`config.mk`:
```
export PLATFORM = sky130hd
export DESIGN_NAME = uart_test_inject_modem_status
export DESIGN_NICKNAME = d
export VERILOG_FILES = /design/src/hdl/uart_tims_pkg.sv /design/src/hdl/uart_test_inject_modem_status.sv
export SDC_FILE = /design/constraint.sdc
export NUM_CORES = 1
export LEC_CHECK = 0
export BUFFER_PORTS_ARGS = -buffer_cell sky130_fd_sc_hd__buf_4
export CAP_MARGIN = 20
export CELL_PAD_IN_SITES_DETAIL_PLACEMENT = 0
export CELL_PAD_IN_SITES_GLOBAL_PLACEMENT = 1
export CORE_ASPECT_RATIO = 0.6
export CORE_UTILIZATION = 35
export DETAILED_ROUTE_END_ITERATION = 8
export PLACE_DENSITY = 0.83
export SLEW_MARGIN = 10
export SYNTH_ARGS = -nofsm -noshare
export SYNTH_HDL_FRONTEND = slang
export SYNTH_SLANG_ARGS = --single-unit
```
`constraint.sdc`:
```
create_clock -name clock -period 3.1 [get_ports clock]
set_input_delay 0.93 -clock clock [delete_from_list [all_inputs] [get_ports clock]]
set_output_delay 0.93 -clock clock [all_outputs]
set_load 0.02 [all_outputs]
```
`src/hdl/uart_tims_pkg.sv`:
```
// constants and carrier types for the test-inject and handshake status block
package uart_tims_pkg;
    // register offsets
    localparam logic [7:0] TEST_OFFSET = 8'h14;
    localparam logic [7:0] STATUS_OFFSET = 8'h18;
    localparam logic [7:0] IRQ_STATUS_OFFSET = 8'h1c;
    localparam logic [7:0] IRQ_MASK_OFFSET = 8'h20;
    // values after reset
    localparam logic [7:0] TEST_RESET = 8'h00;
    localparam logic [7:0] STATUS_RESET = 8'h00;
    localparam logic [2:0] IRQ_RESET = 3'h0;
    localparam logic [7:0] READ_ZERO = 8'h00;
    // test register fields
    localparam int CRC_BIT = 4;
    localparam int CHIP_BIT = 3;
    localparam int BAUD_BIT = 2;
    localparam int STOP_BIT = 1;
    localparam int PARITY_BIT = 0;
    localparam int TEST_USED = 5;
    // handshake status fields
    localparam int CD_LEVEL_BIT = 7;
    localparam int RI_LEVEL_BIT = 6;
    localparam int DSR_LEVEL_BIT = 5;
    localparam int CD_CHANGE_BIT = 3;
    localparam int RI_RISE_BIT = 2;
    localparam int DSR_CHANGE_BIT = 1;
    // interrupt status and mask fields
    localparam int IRQ_CD = 0;
    localparam int IRQ_RI = 1;
    localparam int IRQ_DSR = 2;
    // chip code sent when a corrupt chip is injected
    localparam logic [3:0] BAD_CHIP = 4'h0;

    typedef struct packed {
        logic [7:0] addr;
        logic [7:0] wrData;
        logic write;
        logic read;
    } reg_req_t;

    typedef struct packed {
        logic carrierDetect_n;
        logic ringIndicator_n;
        logic dataSetReady_n;
    } handshake_in_t;

    typedef struct packed {
        logic parityBit;
        logic [3:0] chipCode;
        logic [15:0] crc;
    } tx_fields_t;

    typedef struct packed {
        logic parityBit;
        logic stopBit;
        logic [3:0] chipCode;
        logic [15:0] crc;
    } tx_line_t;
endpackage

```
`src/hdl/uart_test_inject_modem_status.sv`:
```
// error injection test register and handshake line status with interrupt
//
// Notes on behaviour
// - crc test bit corrupts fast infrared crc
// - chip test bit sends invalid pulse chips
// - baud test bit speeds rate generator
// - frame test bit sends zero stop bit
// - parity test bit inverts serial parity
// - bit 7 is inverted carrier detect pin
// - bit 3 flags carrier detect change
// - carrier detect never touches the receiver
// - bit 6 is inverted ring pin
// - bit 2 flags ring pin rising only
// - bit 5 is inverted data set ready
// - bit 1 flags data set ready change
// - all three lines raise the interrupt
// - status at 0x18, zero after reset
`timescale 1ns/1ps
module uart_test_inject_modem_status
    import uart_tims_pkg::*;
#(
    parameter int DIV_WIDTH = 16
) (
    input wire logic clock,
    input wire logic reset_n,
    input wire reg_req_t regReq,
    output logic [7:0] regRdData,
    input wire handshake_in_t handshakeIn,
    input wire logic fastInfraredMode,
    input wire tx_fields_t txIn,
    output tx_line_t txOut,
    input wire logic [DIV_WIDTH-1:0] baudDivisor,
    output logic baudTick,
    output logic irq
);
    logic [TEST_USED-1:0] testReg_q;
    logic [2:0] pinPrev_q;
    logic cdChange_q, riRise_q, dsrChange_q;
    logic [2:0] irqStatus_q, irqMask_q;
    logic [DIV_WIDTH-1:0] baudCount_q;
    logic baudTick_q;
    logic [7:0] rdData_q;
    tx_line_t txOut_q;
    logic testWrite, statusRead, irqStatusWrite, irqMaskWrite;
    logic cdEdge, riEdge, dsrEdge;
    logic [2:0] pinNow;
    logic [7:0] statusValue;

    // address decode
    always_comb begin
        testWrite = 1'b0;
        statusRead = 1'b0;
        irqStatusWrite = 1'b0;
        irqMaskWrite = 1'b0;
        if (regReq.addr == TEST_OFFSET) begin
            testWrite = regReq.write;
        end else if (regReq.addr == STATUS_OFFSET) begin
            statusRead = regReq.read;
        end else if (regReq.addr == IRQ_STATUS_OFFSET) begin
            irqStatusWrite = regReq.write;
        end else if (regReq.addr == IRQ_MASK_OFFSET) begin
            irqMaskWrite = regReq.write;
        end
    end

    always_ff @(posedge clock or negedge reset_n) begin
        if (!reset_n) begin
            testReg_q <= TEST_RESET[TEST_USED-1:0];
        end else if (testWrite) begin
            testReg_q <= regReq.wrData[TEST_USED-1:0];
        end
    end

    // line inputs are already synchronous; one stage keeps the last level
    assign pinNow = {handshakeIn.carrierDetect_n, handshakeIn.ringIndicator_n,
                     handshakeIn.dataSetReady_n};

    // pins taken at reset release so a line held low raises no false change
    logic armed_q;
    always_ff @(posedge clock or negedge reset_n) begin
        if (!reset_n) begin
            armed_q <= 1'b0;
            pinPrev_q <= 3'h7;
        end else begin
            armed_q <= 1'b1;
            pinPrev_q <= pinNow;
        end
    end

    assign cdEdge = armed_q & (pinNow[2] ^ pinPrev_q[2]);
    assign riEdge = armed_q & pinNow[1] & ~pinPrev_q[1];
    assign dsrEdge = armed_q & (pinNow[0] ^ pinPrev_q[0]);

    // read clears flags; a same-cycle edge wins
    always_ff @(posedge clock or negedge reset_n) begin
        if (!reset_n) begin
            cdChange_q <= STATUS_RESET[CD_CHANGE_BIT];
            riRise_q <= STATUS_RESET[RI_RISE_BIT];
            dsrChange_q <= STATUS_RESET[DSR_CHANGE_BIT];
        end else begin
            cdChange_q <= cdEdge | (cdChange_q & ~statusRead);
            riRise_q <= riEdge | (riRise_q & ~statusRead);
            dsrChange_q <= dsrEdge | (dsrChange_q & ~statusRead);
        end
    end

    always_comb begin
        statusValue = STATUS_RESET;
        statusValue[CD_LEVEL_BIT] = armed_q & ~pinNow[2];
        statusValue[RI_LEVEL_BIT] = armed_q & ~pinNow[1];
        statusValue[DSR_LEVEL_BIT] = armed_q & ~pinNow[0];
        statusValue[CD_CHANGE_BIT] = cdChange_q;
        statusValue[RI_RISE_BIT] = riRise_q;
        statusValue[DSR_CHANGE_BIT] = dsrChange_q;
    end

    // every line sets a sticky interrupt bit, set beats clear
    always_ff @(posedge clock or negedge reset_n) begin
        if (!reset_n) begin
            irqStatus_q <= IRQ_RESET;
        end else begin
            irqStatus_q <= (irqStatus_q & ~({3{irqStatusWrite}} & regReq.wrData[2:0]))
                | {dsrEdge, riEdge, cdEdge};
        end
    end

    always_ff @(posedge clock or negedge reset_n) begin
        if (!reset_n) begin
            irqMask_q <= IRQ_RESET;
        end else if (irqMaskWrite) begin
            irqMask_q <= regReq.wrData[2:0];
        end
    end

    assign irq = |(irqStatus_q & irqMask_q);

    // read port; test register is write only and reads zero
    always_ff @(posedge clock or negedge reset_n) begin
        if (!reset_n) begin
            rdData_q <= READ_ZERO;
        end else if (!regReq.read) begin
            rdData_q <= READ_ZERO;
        end else if (regReq.addr == STATUS_OFFSET) begin
            rdData_q <= statusValue;
        end else if (regReq.addr == IRQ_STATUS_OFFSET) begin
            rdData_q <= {5'h00, irqStatus_q};
        end else if (regReq.addr == IRQ_MASK_OFFSET) begin
            rdData_q <= {5'h00, irqMask_q};
        end else begin
            rdData_q <= READ_ZERO;
        end
    end

    assign regRdData = rdData_q;

    // carrier detect reaches only the status and interrupt paths, no receiver gating
    // fast test ticks every cycle; divisor zero also ticks every cycle
    always_ff @(posedge clock or negedge reset_n) begin
        if (!reset_n) begin
            baudCount_q <= '0;
            baudTick_q <= 1'b0;
        end else if (testReg_q[BAUD_BIT] || baudCount_q + 1'b1 >= baudDivisor) begin
            baudCount_q <= '0;
            baudTick_q <= 1'b1;
        end else begin
            baudCount_q <= baudCount_q + 1'b1;
            baudTick_q <= 1'b0;
        end
    end

    assign baudTick = baudTick_q;

    // corruption is applied only in the mode each test targets
    always_ff @(posedge clock or negedge reset_n) begin
        if (!reset_n) begin
            txOut_q <= '{parityBit: 1'b0, stopBit: 1'b1, chipCode: 4'h1, crc: 16'h0000};
        end else begin
            txOut_q.parityBit <= txIn.parityBit
                ^ (testReg_q[PARITY_BIT] & ~fastInfraredMode);
            // zero stop bit in serial mode
            txOut_q.stopBit <= ~(testReg_q[STOP_BIT] & ~fastInfraredMode);
            // no-pulse chip is never a valid slot code
            txOut_q.chipCode <= (testReg_q[CHIP_BIT] & fastInfraredMode) ? BAD_CHIP : txIn.chipCode;
            txOut_q.crc <= txIn.crc ^ {16{testReg_q[CRC_BIT] & fastInfraredMode}};
        end
    end

    assign txOut = txOut_q;

    // checks
    logic riFall;
    assign riFall = armed_q & ~pinNow[1] & pinPrev_q[1];

    chk_parity_inject: assert property (@(posedge clock) disable iff (!reset_n)
        testReg_q[PARITY_BIT] && !fastInfraredMode |=> txOut.parityBit != $past(txIn.parityBit))
        else $error("parity not inverted under test");
    chk_stop_zero: assert property (@(posedge clock) disable iff (!reset_n)
        !fastInfraredMode |=> txOut.stopBit == !$past(testReg_q[STOP_BIT]))
        else $error("stop bit value wrong");
    chk_crc_corrupt: assert property (@(posedge clock) disable iff (!reset_n)
        testReg_q[CRC_BIT] && fastInfraredMode |=> txOut.crc == ~$past(txIn.crc))
        else $error("crc not corrupted");
    chk_chip_invalid: assert property (@(posedge clock) disable iff (!reset_n)
        testReg_q[CHIP_BIT] && fastInfraredMode |=> !$onehot(txOut.chipCode))
        else $error("valid chip sent under test");
    chk_baud_fast: assert property (@(posedge clock) disable iff (!reset_n)
        testReg_q[BAUD_BIT] |=> baudTick)
        else $error("fast baud test not ticking");
    chk_cd_level: assert property (@(posedge clock) disable iff (!reset_n)
        statusRead && armed_q |=> regRdData[CD_LEVEL_BIT] == $past(handshakeIn.carrierDetect_n) ^ 1'b1)
        else $error("carrier level wrong");
    chk_ri_level: assert property (@(posedge clock) disable iff (!reset_n)
        statusRead && armed_q |=> regRdData[RI_LEVEL_BIT] != $past(handshakeIn.ringIndicator_n))
        else $error("ring level wrong");
    chk_dsr_level: assert property (@(posedge clock) disable iff (!reset_n)
        statusRead && armed_q |=> regRdData[DSR_LEVEL_BIT] != $past(handshakeIn.dataSetReady_n))
        else $error("data set ready level wrong");
    chk_cd_change: assert property (@(posedge clock) disable iff (!reset_n)
        cdEdge ##1 statusRead |=> regRdData[CD_CHANGE_BIT])
        else $error("carrier change lost");
    chk_ri_fall: assert property (@(posedge clock) disable iff (!reset_n)
        riFall && !riRise_q |=> !riRise_q)
        else $error("ring flag set on falling pin");
    chk_dsr_change: assert property (@(posedge clock) disable iff (!reset_n)
        dsrEdge |=> dsrChange_q && irqStatus_q[IRQ_DSR])
        else $error("dsr change lost");
    chk_read_clears: assert property (@(posedge clock) disable iff (!reset_n)
        statusRead && !cdEdge && !riEdge && !dsrEdge |=> !cdChange_q && !riRise_q && !dsrChange_q)
        else $error("change flags survive read");
    chk_irq_raise: assert property (@(posedge clock) disable iff (!reset_n)
        riEdge && irqMask_q[IRQ_RI] && !irqMaskWrite |=> irq)
        else $error("ring event gave no interrupt");
    chk_status_reset: assert property (@(posedge clock)
        !reset_n |-> !cdChange_q && !riRise_q && !dsrChange_q && regRdData == STATUS_RESET)
        else $error("status not zero in reset");

    // transmit fields pass untouched outside their test
    chk_parity_clean: assert property (@(posedge clock) disable iff (!reset_n)
        !(testReg_q[PARITY_BIT] && !fastInfraredMode) |=> txOut.parityBit == $past(txIn.parityBit))
        else $error("parity changed without test");
    // parity test has no effect in fast mode
    chk_parity_fast: assert property (@(posedge clock) disable iff (!reset_n)
        fastInfraredMode |=> txOut.parityBit == $past(txIn.parityBit))
        else $error("parity changed in fast mode");
    // crc only flipped under its test
    chk_crc_clean: assert property (@(posedge clock) disable iff (!reset_n)
        !(testReg_q[CRC_BIT] && fastInfraredMode) |=> txOut.crc == $past(txIn.crc))
        else $error("crc changed without test");
    // chip code only replaced under its test
    chk_chip_clean: assert property (@(posedge clock) disable iff (!reset_n)
        !(testReg_q[CHIP_BIT] && fastInfraredMode) |=> txOut.chipCode == $past(txIn.chipCode))
        else $error("chip changed without test");
    // stop bit stays high in fast mode
    chk_stop_fast: assert property (@(posedge clock) disable iff (!reset_n)
        fastInfraredMode |=> txOut.stopBit)
        else $error("stop bit low in fast mode");

    // normal divider holds the tick low mid count
    chk_baud_idle: assert property (@(posedge clock) disable iff (!reset_n)
        !testReg_q[BAUD_BIT] && baudCount_q + 1'b1 < baudDivisor |=> !baudTick)
        else $error("baud tick too early");
    // normal divider ticks and restarts at the end
    chk_baud_count: assert property (@(posedge clock) disable iff (!reset_n)
        !testReg_q[BAUD_BIT] && baudCount_q + 1'b1 >= baudDivisor |=> baudTick && baudCount_q == '0)
        else $error("baud tick missing");

    // flags set on their events
    chk_cd_set: assert property (@(posedge clock) disable iff (!reset_n)
        cdEdge |=> cdChange_q && irqStatus_q[IRQ_CD])
        else $error("carrier change not flagged");
    chk_ri_rise: assert property (@(posedge clock) disable iff (!reset_n)
        riEdge |=> riRise_q && irqStatus_q[IRQ_RI])
        else $error("ring rise not flagged");
    // flags stay until a status read
    chk_cd_hold: assert property (@(posedge clock) disable iff (!reset_n)
        cdChange_q && !statusRead |=> cdChange_q)
        else $error("carrier flag lost");
    chk_ri_hold: assert property (@(posedge clock) disable iff (!reset_n)
        riRise_q && !statusRead |=> riRise_q)
        else $error("ring flag lost");
    chk_dsr_hold: assert property (@(posedge clock) disable iff (!reset_n)
        dsrChange_q && !statusRead |=> dsrChange_q)
        else $error("dsr flag lost");
    // no flag without an event
    chk_no_false_cd: assert property (@(posedge clock) disable iff (!reset_n)
        !cdEdge && !cdChange_q |=> !cdChange_q)
        else $error("carrier flag without change");
    chk_no_false_dsr: assert property (@(posedge clock) disable iff (!reset_n)
        !dsrEdge && !dsrChange_q |=> !dsrChange_q)
        else $error("dsr flag without change");
    // falling ring pin raises no interrupt either
    chk_ri_fall_irq: assert property (@(posedge clock) disable iff (!reset_n)
        riFall && !irqStatus_q[IRQ_RI] |=> !irqStatus_q[IRQ_RI])
        else $error("ring fall set interrupt");
    // flags returned by the read
    chk_ri_read: assert property (@(posedge clock) disable iff (!reset_n)
        riEdge ##1 statusRead |=> regRdData[RI_RISE_BIT])
        else $error("ring flag not read");
    chk_dsr_read: assert property (@(posedge clock) disable iff (!reset_n)
        dsrEdge ##1 statusRead |=> regRdData[DSR_CHANGE_BIT])
        else $error("dsr flag not read");

    // each line reaches the interrupt pin
    chk_irq_cd: assert property (@(posedge clock) disable iff (!reset_n)
        cdEdge && irqMask_q[IRQ_CD] && !irqMaskWrite |=> irq)
        else $error("carrier event gave no interrupt");
    chk_irq_dsr: assert property (@(posedge clock) disable iff (!reset_n)
        dsrEdge && irqMask_q[IRQ_DSR] && !irqMaskWrite |=> irq)
        else $error("dsr event gave no interrupt");
    // sticky until written with a one
    chk_irq_sticky: assert property (@(posedge clock) disable iff (!reset_n)
        irqStatus_q[IRQ_CD] && !(irqStatusWrite && regReq.wrData[IRQ_CD]) |=> irqStatus_q[IRQ_CD])
        else $error("interrupt bit lost");
    chk_irq_clear: assert property (@(posedge clock) disable iff (!reset_n)
        irqStatusWrite && regReq.wrData[IRQ_RI] && !riEdge |=> !irqStatus_q[IRQ_RI])
        else $error("interrupt bit not cleared");
    chk_mask_write: assert property (@(posedge clock) disable iff (!reset_n)
        irqMaskWrite |=> irqMask_q == $past(regReq.wrData[2:0]))
        else $error("mask write lost");

    // read port behaviour
    chk_rd_idle: assert property (@(posedge clock) disable iff (!reset_n)
        !regReq.read |=> regRdData == READ_ZERO)
        else $error("read data without strobe");
    chk_test_wo: assert property (@(posedge clock) disable iff (!reset_n)
        regReq.read && regReq.addr == TEST_OFFSET |=> regRdData == READ_ZERO)
        else $error("test register readable");
    chk_unmapped: assert property (@(posedge clock) disable iff (!reset_n)
        regReq.read && regReq.addr != STATUS_OFFSET && regReq.addr != IRQ_STATUS_OFFSET
        && regReq.addr != IRQ_MASK_OFFSET |=> regRdData == READ_ZERO)
        else $error("unmapped read not zero");
    chk_irq_read: assert property (@(posedge clock) disable iff (!reset_n)
        regReq.read && regReq.addr == IRQ_STATUS_OFFSET |=> regRdData == {5'h00, $past(irqStatus_q)})
        else $error("interrupt status read wrong");
    // write lands in the test register
    chk_test_write: assert property (@(posedge clock) disable iff (!reset_n)
        testWrite |=> testReg_q == $past(regReq.wrData[TEST_USED-1:0]))
        else $error("test write lost");

    cov_cd_read: cover property (@(posedge clock) disable iff (!reset_n)
        cdEdge ##[1:20] statusRead);
    cov_ri_irq: cover property (@(posedge clock) disable iff (!reset_n)
        riEdge ##1 irq ##[1:20] irqStatusWrite);
    cov_edge_on_read: cover property (@(posedge clock) disable iff (!reset_n)
        statusRead && dsrEdge);
    cov_inject_all: cover property (@(posedge clock) disable iff (!reset_n)
        &testReg_q);
    cov_baud_fast: cover property (@(posedge clock) disable iff (!reset_n)
        testReg_q[BAUD_BIT] ##1 baudTick);
endmodule // uart_test_inject_modem_status

```
==> impl_metrics.sql, run 1 <==
INSERT INTO impl_metrics (metric_group, metric, value, unit) VALUES
('run_status', 'run_status', 'finished, final reports clean', ''),
('clock_tree', 'cts_hold_repair.buffers', '0', ''),
('finish', 'design.final.nets', '469', ''),
('synthesis', 'synth.net_count', '354', ''),
('place', 'place.port_buffers', '88', ''),
('critical_path', 'start_kind', 'register', ''),
('critical_path', 'cp_cell_sequence', 'and4_1 -> nand2_4 -> buf_4 -> or3_4 -> nand2_4 -> ha_4 -> nand4_1 -> or4_4 -> o32ai_4 -> buf_6 -> a211oi_1', ''),
('job', 'cap_violations', '0', ''),
('clock_tree', 'htree_levels', '3', ''),
('finish', 'antenna_cells_inserted', '0', ''),
('synthesis', 'syn_avg_cell_area', '11.0', 'sq um'),
('clock_tree', 'numClockSinks', '64', ''),
('critical_path', 'timing.critical_path.depth', '11', ''),
('synthesis', 'ys_seq_elements', '64', ''),
('routing', 'count_of_unresolved_drc_violations_after_routing', '0', ''),
('sta', 'hold_viol_final', '0', ''),
('critical_path', 'critical_path.n_buffers_inverters', '2', ''),
('finish', 'fin_util', '54.6', '%'),
('place', 'hpwl', '5.16', 'mm'),
('power_and_ir_drop', 'p_per_area', '585', 'nW/um^2'),
('place', 'replace_congestion', '0.807', ''),
('clock_tree', 'cts_tree', 'built', ''),
('critical_path', 'timing.critical_path.slowest_cell_delay', '0.61', 'ns'),
('routing', 'detailroute.via_count', '2383', ''),
('sta', 'worst_pin_slew', '0.823', 'ns'),
('sta', 'timing.final.max_slew_violations', '0', ''),
('critical_path', 'nature_of_the_critical_path_endpoint', 'register', ''),
('grt', 'gr-usage-all-layers', '15.8', '%'),
('critical_path', 'worst_path_most_repeated_cell', 'sky130_fd_sc_hd__nand2_4', ''),
('critical_path', 'critical_path_peak_fanout', '6', ''),
('sta', 'rsz_0062_raised_after_global_routing', 'true', ''),
('critical_path', 'r2r_cells', '11', ''),
('min_path', 'hold_path_end', 'txOut[20]$_DFF_PN1_', ''),
('sta', 'post-route-min-period', '3.09', 'ns'),
('floorplan', 'rows', '25', ''),
('critical_path', 'crit_family', 'simple AND/OR/NAND/NOR gates', ''),
('clock_tree', 'register_clock_pin_slew_on_the_reported_worst_setup_and_hold_paths', '0.05', 'ns'),
('sta', 'timing.max_slew.rel_slack', '45.0', '%'),
('routing', 'routed_wire_length_per_instance', '13.9', 'um'),
('critical_path', 'rr_endpoint', 'baudCount_q[14]$_DFF_PN0_', ''),
('critical_path', 'crit_arrival', '3.27', 'ns'),
('sta', 'finalClockSkew', '0.00303', 'ns'),
('synthesis', 'yosysTopAreaCellShare', '48.7', '%'),
('synthesis', 'mappedNetlistArea', '3030', 'sq um'),
('clock_tree', 'clk_latency', '0.32', 'ns'),
('min_path', 'worst_hold_path.num_cells', '1', ''),
('sta', 'layout_worst_path_cycle_share', '99.7', '%'),
('power_and_ir_drop', 'ir_worst_vdd', '456', 'uV'),
('synthesis', 'async_reset_ff_share', '100', '%'),
('grt', 'overflow', '0', ''),
('min_path', 'holdCritStartpoint', 'testReg_q[1]$_DFFE_PN0P_', ''),
('routing', 'via_per_inst', '4.73', ''),
('routing', 'routed_wl', '6.99', 'mm'),
('power_and_ir_drop', 'clock_power_share', '39.3', '%'),
('power_and_ir_drop', 'total_power', '2600', 'uW'),
('floorplan', 'die_width', '122', 'um'),
('grt', 'grt_pass1_vias', '2220', ''),
('power_and_ir_drop', 'share_seq_of_total_power', '37.0', '%'),
('synthesis', 'netlist_instances', '276', ''),
('power_and_ir_drop', 'power.net_switching', '672', 'uW'),
('finish', 'syn_to_final_growth', '46.5', '%'),
('routing', 'ant_nets', '0', ''),
('power_and_ir_drop', 'swShare', '25.9', '%'),
('floorplan', 'initial_core_util', '37.3', '%'),
('synthesis', 'ys_types', '45', ''),
('routing', 'firstDrtPassIters', '4', ''),
('sta', 'setup_viol_count_final', '0', ''),
('critical_path', 'critical_register_to_register_path_startpoint', 'baudCount_q[5]$_DFF_PN0_', ''),
('clock_tree', 'max-clock-path-buffers', '2', ''),
('synthesis', 'ys.flop_type', 'sky130_fd_sc_hd__dfrtp_1', ''),
('routing', 'first_iter_violations', '139', '');
## logic make-up (layout without fill, tap and decap cells)
family          count (synthesis)  in the layout  synth area share (%)
compound gates                 33             33                  7.30
simple gates                   92             92                  16.7
xor+xnor                       29             29                  8.37
buf+inv                        32            152                  4.41
mux                             7              7                  2.93
other cells                     2              2                 0.248
fa+ha+maj                      17             17                  7.01
flops                          64             64                  53.0
## layer usage
metal | track usage, % | routed length (um)
met3 | 4.68 | 507
met5 | 0 | 0
met4 | 5.56 | 107
met1 | 22.6 | 3400
met2 | 22.8 | 2980
## repair_timing
item,CTS,global route
buffers inserted,0,2
setup endpoints to repair,17,17
gates resized for setup,7,23
cloned,1,0
pin swaps,2,10
## cell usage after synthesis (3+ instances only)
cell and instances:
sky130_fd_sc_hd__a211oi_1 5, sky130_fd_sc_hd__a21oi_1 8, sky130_fd_sc_hd__and2_1 6, sky130_fd_sc_hd__and3_1 3
sky130_fd_sc_hd__clkbuf_1 4, sky130_fd_sc_hd__dfrtp_1 59, sky130_fd_sc_hd__dfstp_2 5, sky130_fd_sc_hd__ha_1 17
sky130_fd_sc_hd__inv_1 24, sky130_fd_sc_hd__mux2_2 3, sky130_fd_sc_hd__mux2_4 3, sky130_fd_sc_hd__nand2_1 28
sky130_fd_sc_hd__nand2b_1 4, sky130_fd_sc_hd__nand3_1 5, sky130_fd_sc_hd__nand4_1 4, sky130_fd_sc_hd__nor2_1 7
sky130_fd_sc_hd__nor3_1 7, sky130_fd_sc_hd__nor3b_1 10, sky130_fd_sc_hd__o21a_1 3, sky130_fd_sc_hd__o21ai_0 8
sky130_fd_sc_hd__or2_2 3, sky130_fd_sc_hd__or4_1 4, sky130_fd_sc_hd__xnor2_1 22, sky130_fd_sc_hd__xor2_1 7
## stage by stage
stage	std cells	instance area [sq um]	setup WS [ns]	hold WS, ns	setup TNS [ns]
2_1_floorplan	276	3050	0.0376	0.379	0
3_3_place_gp	485	3970	-0.0969	0.402	-1.09
4_1_cts	502	4310	0.0263	0.422	0
6_report	504	4440	0.0102	0.417	0
3_5_place_dp	485	3970	-0.166	0.415	-2.18
5_1_grt	504	4440	-0.101	0.445	-1.34
## worst reg2reg max path, stage by stage, from the launching register on
cell and delay [ns]:
sky130_fd_sc_hd__dfrtp_1 0.40, sky130_fd_sc_hd__and4_1 0.30, sky130_fd_sc_hd__nand2_4 0.09, sky130_fd_sc_hd__buf_4 0.15, sky130_fd_sc_hd__or3_4 0.38, sky130_fd_sc_hd__nand2_4 0.08, sky130_fd_sc_hd__ha_4 0.13, sky130_fd_sc_hd__nand4_1 0.22
sky130_fd_sc_hd__or4_4 0.61, sky130_fd_sc_hd__o32ai_4 0.38, sky130_fd_sc_hd__buf_6 0.18, sky130_fd_sc_hd__a211oi_1 0.05
## layout by cell type (no fill, tap or decap), types with 2 or more instances in the layout
master / instances
sky130_fd_sc_hd__a211oi_1: 5
sky130_fd_sc_hd__a21oi_1: 8
sky130_fd_sc_hd__and2_1: 5
sky130_fd_sc_hd__and3_1: 2
sky130_fd_sc_hd__and4_1: 2
sky130_fd_sc_hd__buf_4: 108
sky130_fd_sc_hd__buf_6: 3
sky130_fd_sc_hd__clkbuf_1: 2
sky130_fd_sc_hd__clkbuf_16: 9
sky130_fd_sc_hd__clkbuf_8: 3
sky130_fd_sc_hd__conb_1: 2
sky130_fd_sc_hd__dfrtp_1: 59
sky130_fd_sc_hd__dfstp_2: 5
sky130_fd_sc_hd__ha_1: 13
sky130_fd_sc_hd__ha_4: 3
sky130_fd_sc_hd__inv_1: 24
sky130_fd_sc_hd__mux2_2: 3
sky130_fd_sc_hd__mux2_4: 3
sky130_fd_sc_hd__nand2_1: 23
sky130_fd_sc_hd__nand2_4: 4
sky130_fd_sc_hd__nand2b_1: 4
sky130_fd_sc_hd__nand3_1: 4
sky130_fd_sc_hd__nand4_1: 4
sky130_fd_sc_hd__nor2_1: 7
sky130_fd_sc_hd__nor3_1: 7
sky130_fd_sc_hd__nor3b_1: 10
sky130_fd_sc_hd__nor4_1: 2
sky130_fd_sc_hd__o21a_1: 3
sky130_fd_sc_hd__o21ai_0: 7
sky130_fd_sc_hd__or2_2: 3
sky130_fd_sc_hd__or4_4: 4
sky130_fd_sc_hd__xnor2_1: 22
sky130_fd_sc_hd__xor2_1: 7
## power by group through the flow
stage / sequential (uW) / clock [uW] / combinational [uW]
global route: 971 / 1080 / 687
CTS: 958 / 1040 / 579
detailed placement: 969 / 0 / 573
global placement: 966 / 0 / 552
floorplan: 988 / 0 / 272
finish: 962 / 1020 / 616
## cell type report
type	count	area, sq um
Tap cell	108	135
Inverter	24	90.1
Multi-Input combinational cell	180	1440
Clock buffer	14	274
Clock inverter	2	37.5
Sequential cell	64	1610
Timing Repair Buffer	112	865
Fill cell	716	3690
## flip-flops by register name, indices dropped and copies added, names as in the netlist
name and cells:
cdChange_q 1, baudCount_q 16, baudTick 1, txOut 22, dsrChange_q 1, irqMask_q 3
regRdData 7, armed_q 1, riRise_q 1, irqStatus_q 3, pinPrev_q 3, testReg_q 5
## how the worst max path moves through the flow
| stage | from | endpoint | slack, ns |
|---|---|---|---|
| after global placement | baudCount_q[0]$_DFF_PN0_ | baudCount_q[14]$_DFF_PN0_ | -0.1 |
| after detailed placement | baudCount_q[0]$_DFF_PN0_ | baudCount_q[15]$_DFF_PN0_ | -0.17 |
| after CTS | baudCount_q[0]$_DFF_PN0_ | baudCount_q[14]$_DFF_PN0_ | 0.03 |
| after global routing | baudCount_q[0]$_DFF_PN0_ | baudCount_q[14]$_DFF_PN0_ | -0.10 |
| final | baudCount_q[5]$_DFF_PN0_ | baudCount_q[14]$_DFF_PN0_ | 0.01 |
| after floorplan | baudCount_q[0]$_DFF_PN0_ | baudCount_q[12]$_DFF_PN0_ | 0.04 |
Note: power is estimated with default switching activity, not from simulation.
==> run 2, diff against run 1 <==
CELL_PAD_IN_SITES_DETAIL_PLACEMENT = 1   (was 0)
==> impl_metrics.sql, run 2 (synthesized netlist as in run 1, its figures left out) <==
INSERT INTO impl_metrics (metric_group, metric, value, unit) VALUES
('run_status', 'run_status', 'finished, final reports clean', ''),
('floorplan', 'rows', '25', ''),
('finish', 'layout_filler_cell_count', '882', ''),
('routing', 'first_iter_violations', '115', ''),
('grt', 'number_of_antenna_violations_at_the_first_check_in_global_routing', '0', ''),
('power_and_ir_drop', 'p_comb_share', '25.4', '%'),
('grt', 'maximum_number_of_pins_on_one_net_before_global_route_repair', '65', ''),
('grt', 'grt_pass1_vias', '2590', ''),
('critical_path', 'timing.critical_path.slowest_cell_delay', '0.60', 'ns'),
('grt', 'overflow', '0', ''),
('sta', 'achievable-frequency', '327', 'MHz'),
('routing', 'via_per_inst', '4.85', ''),
('clock_tree', 'cts_tree', 'built', ''),
('critical_path', 'critical_path_peak_fanout', '5', ''),
('place', 'hpwl', '6.13', 'mm'),
('floorplan', 'floorplan.core_area', '8130', 'sq um'),
('finish', 'design.final.nets', '472', ''),
('critical_path', 'crit_family', 'simple AND/OR/NAND/NOR gates', ''),
('power_and_ir_drop', 'power.net_switching', '706', 'uW'),
('clock_tree', 'htree_levels', '3', ''),
('finish', 'antenna_cells_inserted', '0', ''),
('finish', 'seqCellArea', '1610', 'sq um'),
('critical_path', 'nature_of_the_critical_path_endpoint', 'register', ''),
('critical_path', 'worst_path_most_repeated_cell', 'sky130_fd_sc_hd__or4_4', ''),
('grt', 'grt_pass1_wl', '12.9', 'mm'),
('power_and_ir_drop', 'clock_power_share', '36.4', '%'),
('finish', 'number_of_standard_cells_in_the_layout_taps_in_and_fillers_out', '507', ''),
('job', 'cap_violations', '0', ''),
('sta', 'setup_viol_count_final', '0', ''),
('power_and_ir_drop', 'ir_worst_vdd', '308', 'uV'),
('critical_path', 'crit_arrival', '3.27', 'ns'),
('critical_path', 'cp.required', '3.31', 'ns'),
('clock_tree', 'cts_hold_repair.buffers', '0', ''),
('critical_path', 'critical_path.n_buffers_inverters', '1', ''),
('sta', 'timing.final.max_slew_violations', '0', ''),
('floorplan', 'initial_core_util', '37.3', '%'),
('power_and_ir_drop', 'share_seq_of_total_power', '38.2', '%'),
('sta', 'finalClockSkew', '0.00508', 'ns'),
('sta', 'timing.max_slew.rel_slack', '45.4', '%'),
('routing', 'firstDrtPassIters', '5', ''),
('sta', 'layout_worst_path_cycle_share', '98.6', '%'),
('power_and_ir_drop', 'p_per_area', '566', 'nW/um^2'),
('finish', 'layout-drive-gt1-share', '43.4', '%'),
('clock_tree', 'clk_latency', '0.33', 'ns'),
('grt', 'gr-usage-all-layers', '19.1', '%'),
('finish', 'layout_commonest_cell', 'sky130_fd_sc_hd__buf_4', ''),
('floorplan', 'top_level_ports', '93', ''),
('clock_tree', 'clk_root_buffer_cell', 'sky130_fd_sc_hd__clkbuf_16', ''),
('critical_path', 'timing.setup.critical_path_class', 'register to register', ''),
('clock_tree', 'max-clock-path-buffers', '2', ''),
('finish', 'fin_util', '55.0', '%'),
('routing', 'count_of_unresolved_drc_violations_after_routing', '0', ''),
('place', 'placedCellCount', '485', ''),
('sta', 'worst_pin_slew', '0.819', 'ns'),
('power_and_ir_drop', 'p_int', '1820', 'uW'),
('min_path', 'min_path_type', 'register to register', ''),
('power_and_ir_drop', 'swShare', '27.9', '%'),
('place', 'place.port_buffers', '88', ''),
('sta', 'post-route-min-period', '3.06', 'ns'),
('routing', 'detailroute.via_count', '2461', ''),
('floorplan', 'die_area', '9060', 'sq um'),
('critical_path', 'start_kind', 'register', ''),
('clock_tree', 'register_clock_pin_slew_on_the_reported_worst_setup_and_hold_paths', '0.05', 'ns'),
('power_and_ir_drop', 'total_leakage_power', '0.00221', 'uW'),
('critical_path', 'cpMaxStageDelayCell', 'sky130_fd_sc_hd__or4_4', ''),
('clock_tree', 'tritoncts.num_buffers', '9', ''),
('critical_path', 'cp_cell_sequence', 'ha_2 -> and2_4 -> nand3_4 -> or4_4 -> nand2_4 -> ha_4 -> nand4_1 -> or4_4 -> o32ai_4 -> buf_4 -> nor3_1', ''),
('floorplan', 'die_y', '74.1', 'um'),
('finish', 'syn_to_final_growth', '47.4', '%'),
('sta', 'layout_setup_ws', '0.0430', 'ns'),
('place', 'replace_congestion', '0.807', ''),
('floorplan', 'die_width', '122', 'um'),
('routing', 'ant_nets', '0', ''),
('routing', 'routed_wl', '8.47', 'mm'),
('sta', 'rsz_0062_raised_after_global_routing', 'true', ''),
('clock_tree', 'numClockSinks', '64', ''),
('finish', 'max_ffs_per_register', '22', ''),
('finish', 'multi_input_area', '1480', 'sq um'),
('finish', 'most-common-layout-cells', '111 x sky130_fd_sc_hd__buf_4, 59 x sky130_fd_sc_hd__dfrtp_1, 24 x sky130_fd_sc_hd__inv_1', ''),
('place', 'place_worst_setup_slack', '-0.244', 'ns'),
('routing', 'routed_wire_length_per_instance', '16.7', 'um'),
('sta', 'hold_viol_final', '0', '');
## run 2: metrics by stage
| step | hold WS [ns] | area (sq um) | setup TNS, ns | power, uW |
|---|---|---|---|---|
| 2_1_floorplan | 0.379 | 3050 | 0 | 1260 |
| 3_3_place_gp | 0.402 | 3970 | -1.09 | 1520 |
| 3_5_place_dp | 0.409 | 3970 | -3.37 | 1560 |
| 6_report | 0.430 | 4470 | 0 | 2530 |
| 5_1_grt | 0.447 | 4470 | -1.16 | 2660 |
| 4_1_cts | 0.435 | 4280 | 0 | 2510 |
## run 2: path summary, 6_finish.rpt
check	startpoint	to	slack (ns)	cells past startpoint
min reg2reg	testReg_q[1]$_DFFE_PN0P_	txOut[20]$_DFF_PN1_	0.43	1
min in group asynchronous	reset_n	txOut[9]$_DFF_PN0_	0.70	1
min	testReg_q[1]$_DFFE_PN0P_	txOut[20]$_DFF_PN1_	0.43	1
max in group asynchronous	reset_n	regRdData[0]$_DFF_PN0_	1.87	1
max	baudCount_q[0]$_DFF_PN0_	baudCount_q[1]$_DFF_PN0_	0.04	11
max reg2reg	baudCount_q[0]$_DFF_PN0_	baudCount_q[1]$_DFF_PN0_	0.04	11
## run 2: timing repair
action / in CTS / in global routing
gates resized for setup: 9 / 30
buffers inserted: 0 / 5
endpoints found under the setup margin: 17 / 17
gates cloned: 1 / 0
pin swaps: 3 / 14
## run 2: power groups by stage
stage / sequential, uW / clock [uW] / combinational [uW]
6_report: 966 / 921 / 643
5_1_grt: 975 / 981 / 704
4_1_cts: 961 / 947 / 601
3_5_place_dp: 972 / 0 / 590
3_3_place_gp: 966 / 0 / 552
2_1_floorplan: 988 / 0 / 272
## run 2: worst reg2reg max path: stages, from the launching register on
cell and delay [ns]:
sky130_fd_sc_hd__dfrtp_1 0.39, sky130_fd_sc_hd__ha_2 0.21, sky130_fd_sc_hd__and2_4 0.16, sky130_fd_sc_hd__nand3_4 0.10, sky130_fd_sc_hd__or4_4 0.46, sky130_fd_sc_hd__nand2_4 0.09
sky130_fd_sc_hd__ha_4 0.13, sky130_fd_sc_hd__nand4_1 0.17, sky130_fd_sc_hd__or4_4 0.60, sky130_fd_sc_hd__o32ai_4 0.38, sky130_fd_sc_hd__buf_4 0.20, sky130_fd_sc_hd__nor3_1 0.05
## run 2: final cells by class
class / count / area share, %
repair buffers: 115 / 19.8
multi-input cells: 180 / 33.0
clock buffers: 12 / 5.74
clock inverters: 4 / 0.448
flip-flops and latches: 64 / 36.0
inverters: 24 / 2.01
well taps: 108 / 3.02
## run 2: per-layer routing
| layer | vias to the layer above | global-route usage [%] | share of wire [%] |
|---|---|---|---|
| met5 | - | 0 | 0 |
| met4 | 0 | 5.69 | 1.2 |
| met3 | 13 | 5.06 | 4.3 |
| met2 | 66 | 30.7 | 48 |
| met1 | 1204 | 25.7 | 47 |
| li1 | 1178 | - | - |
==> run 3, diff against run 2 <==
CORE_UTILIZATION = 37   (was 35)
CTS_BUF_LIST = sky130_fd_sc_hd__clkbuf_4 sky130_fd_sc_hd__clkbuf_8   (was unset)
PLACE_DENSITY = 0.87   (was 0.83)
==> impl_metrics.sql, run 3 (synthesized netlist as in run 1, its figures left out) <==
INSERT INTO impl_metrics (metric_group, metric, value, unit) VALUES
('routing', 'via_per_inst', '4.86', ''),
('sta', 'rsz_0062_raised_after_global_routing', 'true', ''),
('routing', 'ant_nets', '0', ''),
('clock_tree', 'tritoncts.num_buffers', '9', ''),
('routing', 'detailroute.via_count', '2446', ''),
('finish', 'layout_commonest_cell', 'sky130_fd_sc_hd__buf_4', ''),
('clock_tree', 'register_clock_pin_slew_on_the_reported_worst_setup_and_hold_paths', '0.07', 'ns'),
('power_and_ir_drop', 'total_leakage_power', '0.00217', 'uW'),
('min_path', 'holdCritStartpoint', 'testReg_q[1]$_DFFE_PN0P_', ''),
('floorplan', 'floorplan.core_area', '7910', 'sq um'),
('grt', 'overflow', '0', ''),
('place', 'placedCellCount', '481', ''),
('grt', 'grt_pass1_wl', '12.6', 'mm'),
('routing', 'count_of_unresolved_drc_violations_after_routing', '0', ''),
('critical_path', 'critical_path_peak_fanout', '4', ''),
('routing', 'first_iter_violations', '125', ''),
('finish', 'syn_to_final_growth', '44.8', '%'),
('sta', 'finalClockSkew', '0.00690', 'ns'),
('min_path', 'min_path_type', 'register to register', ''),
('floorplan', 'rows', '25', ''),
('grt', 'grt_pass1_vias', '2480', ''),
('critical_path', 'timing.setup.critical_path_class', 'register to register', ''),
('grt', 'number_of_antenna_violations_at_the_first_check_in_global_routing', '0', ''),
('sta', 'worst_pin_slew', '0.844', 'ns'),
('place', 'replace_congestion', '0.814', ''),
('sta', 'layout_setup_ws', '-0.0365', 'ns'),
('sta', 'post-route-min-period', '3.14', 'ns'),
('grt', 'maximum_number_of_pins_on_one_net_before_global_route_repair', '65', ''),
('floorplan', 'top_level_ports', '93', ''),
('finish', 'number_of_standard_cells_in_the_layout_taps_in_and_fillers_out', '503', ''),
('critical_path', 'start_kind', 'register', ''),
('floorplan', 'die_y', '72.1', 'um'),
('finish', 'most-common-layout-cells', '105 x sky130_fd_sc_hd__buf_4, 59 x sky130_fd_sc_hd__dfrtp_1, 24 x sky130_fd_sc_hd__inv_1', ''),
('power_and_ir_drop', 'p_per_area', '524', 'nW/um^2'),
('sta', 'finalSetupTns', '-0.134', 'ns'),
('floorplan', 'initial_core_util', '38.3', '%'),
('sta', 'achievable-frequency', '319', 'MHz'),
('sta', 'setup_viol_count_final', '4', ''),
('job', 'cap_violations', '0', ''),
('grt', 'gr-usage-all-layers', '19.4', '%'),
('run_status', 'violations', 'negative setup slack', ''),
('floorplan', 'die_width', '119', 'um'),
('critical_path', 'timing.reg2reg.setup_slack', '-0.04', 'ns'),
('clock_tree', 'cts_tree', 'built', ''),
('finish', 'design.final.nets', '468', ''),
('clock_tree', 'cts_hold_repair.buffers', '0', ''),
('place', 'place.port_buffers', '88', ''),
('power_and_ir_drop', 'ir_worst_vdd', '200', 'uV'),
('routing', 'routed_wire_length_per_instance', '16.9', 'um'),
('critical_path', 'nature_of_the_critical_path_endpoint', 'register', ''),
('finish', 'antenna_cells_inserted', '0', ''),
('clock_tree', 'max-clock-path-buffers', '2', ''),
('finish', 'seqCellArea', '1610', 'sq um'),
('critical_path', 'critical_register_to_register_path_startpoint', 'baudCount_q[0]$_DFF_PN0_', ''),
('clock_tree', 'clk_latency', '0.35', 'ns'),
('critical_path', 'rr_endpoint', 'baudCount_q[8]$_DFF_PN0_', ''),
('finish', 'max_ffs_per_register', '22', ''),
('clock_tree', 'htree_levels', '3', ''),
('clock_tree', 'numClockSinks', '64', ''),
('clock_tree', 'clk_root_buffer_cell', 'sky130_fd_sc_hd__clkbuf_8', ''),
('critical_path', 'cp.required', '3.33', 'ns'),
('min_path', 'worst_hold_path.num_cells', '1', ''),
('routing', 'routed_wl', '8.52', 'mm'),
('sta', 'hold_viol_final', '0', ''),
('min_path', 'hold_path_end', 'txOut[20]$_DFF_PN1_', ''),
('finish', 'fin_util', '55.5', '%'),
('critical_path', 'crit_arrival', '3.37', 'ns'),
('routing', 'firstDrtPassIters', '4', ''),
('finish', 'layout-drive-gt1-share', '43.0', '%'),
('floorplan', 'die_area', '8580', 'sq um'),
('critical_path', 'r2r_cells', '12', ''),
('place', 'hpwl', '5.98', 'mm'),
('sta', 'timing.final.max_slew_violations', '0', ''),
('finish', 'multi_input_area', '1480', 'sq um'),
('sta', 'timing.max_slew.rel_slack', '43.6', '%'),
('finish', 'layout_filler_cell_count', '862', ''),
('run_status', 'run_status', 'finished, violations left', ''),
('sta', 'layout_worst_path_cycle_share', '101', '%');
==> run 3: changes by cell type in the layout (fill, tap and decap cells not counted), sizes merged <==
cell,change
buf,-4
bufinv,+1
clkbuf,-1
clkinv,-1
clkinvlp,+1
==> run 3: how the worst max path moves through the flow <==
stage | startpoint | slack [ns] | to | cells after the start
CTS | baudCount_q[0]$_DFF_PN0_ | 0.04 | baudCount_q[2]$_DFF_PN0_ | 11
floorplan | baudCount_q[0]$_DFF_PN0_ | 0.04 | baudCount_q[12]$_DFF_PN0_ | 11
global placement | baudCount_q[0]$_DFF_PN0_ | -0.04 | baudCount_q[14]$_DFF_PN0_ | 11
detailed placement | baudCount_q[0]$_DFF_PN0_ | -0.09 | baudCount_q[15]$_DFF_PN0_ | 11
global route | baudCount_q[8]$_DFF_PN0_ | -0.19 | baudCount_q[10]$_DFF_PN0_ | 12
finish | baudCount_q[0]$_DFF_PN0_ | -0.04 | baudCount_q[8]$_DFF_PN0_ | 12
==> run 3: per-stage QoR <==
stage	total power (uW)	instance area, sq um	hold WS (ns)	setup WS [ns]
floorplan	1260	3050	0.379	0.0376
global placement	1490	3950	0.409	-0.0385
detailed placement	1530	3950	0.419	-0.0947
CTS	2270	4240	0.437	0.0360
global route	2440	4390	0.446	-0.191
finish	2300	4390	0.429	-0.0365
==> run 3: where the power goes <==
group          internal, uW  switching, uW  leakage, uW
clock network           400            325     0.000103
registers               909           56.6     0.000786
logic                   314            294      0.00128
==> run 3: what timing repair did <==
action,4_1_cts,5_1_grt
gates cloned,2,0
pin swaps,3,12
buffers inserted,2,4
resized for setup,5,37
endpoints found under the setup margin,17,17
==> run 3: layer usage <==
| layer | vias up | GRT usage [%] | part of all wire, % |
|---|---|---|---|
| li1 | 1166 | - | - |
| met2 | 70 | 30.6 | 49 |
| met5 | - | 0 | 0 |
| met3 | 7 | 5.97 | 5.4 |
| met1 | 1203 | 26.2 | 45 |
| met4 | 0 | 5.06 | 0.69 |
==> run 3: worst max-delay path, stage by stage, from the launching register on <==
cell,delay (ns)
sky130_fd_sc_hd__dfrtp_1,0.37
sky130_fd_sc_hd__ha_2,0.20
sky130_fd_sc_hd__buf_4,0.12
sky130_fd_sc_hd__nand2_1,0.11
sky130_fd_sc_hd__nor4_2,0.38
sky130_fd_sc_hd__xor2_1,0.16
sky130_fd_sc_hd__ha_1,0.32
sky130_fd_sc_hd__nand4_1,0.12
sky130_fd_sc_hd__or4_4,0.56
sky130_fd_sc_hd__o32ai_4,0.38
sky130_fd_sc_hd__buf_6,0.16
sky130_fd_sc_hd__buf_16,0.11
sky130_fd_sc_hd__nor3b_1,0.04
==> run 3: final cells by class <==
type	count	share of cell area [%]
Tap cell	108	3.08
Clock inverter	5	1.28
Sequential cell	64	36.6
Clock buffer	11	3.30
Inverter	24	2.05
Multi-Input combinational cell	180	33.6
Timing Repair Buffer	111	20.1
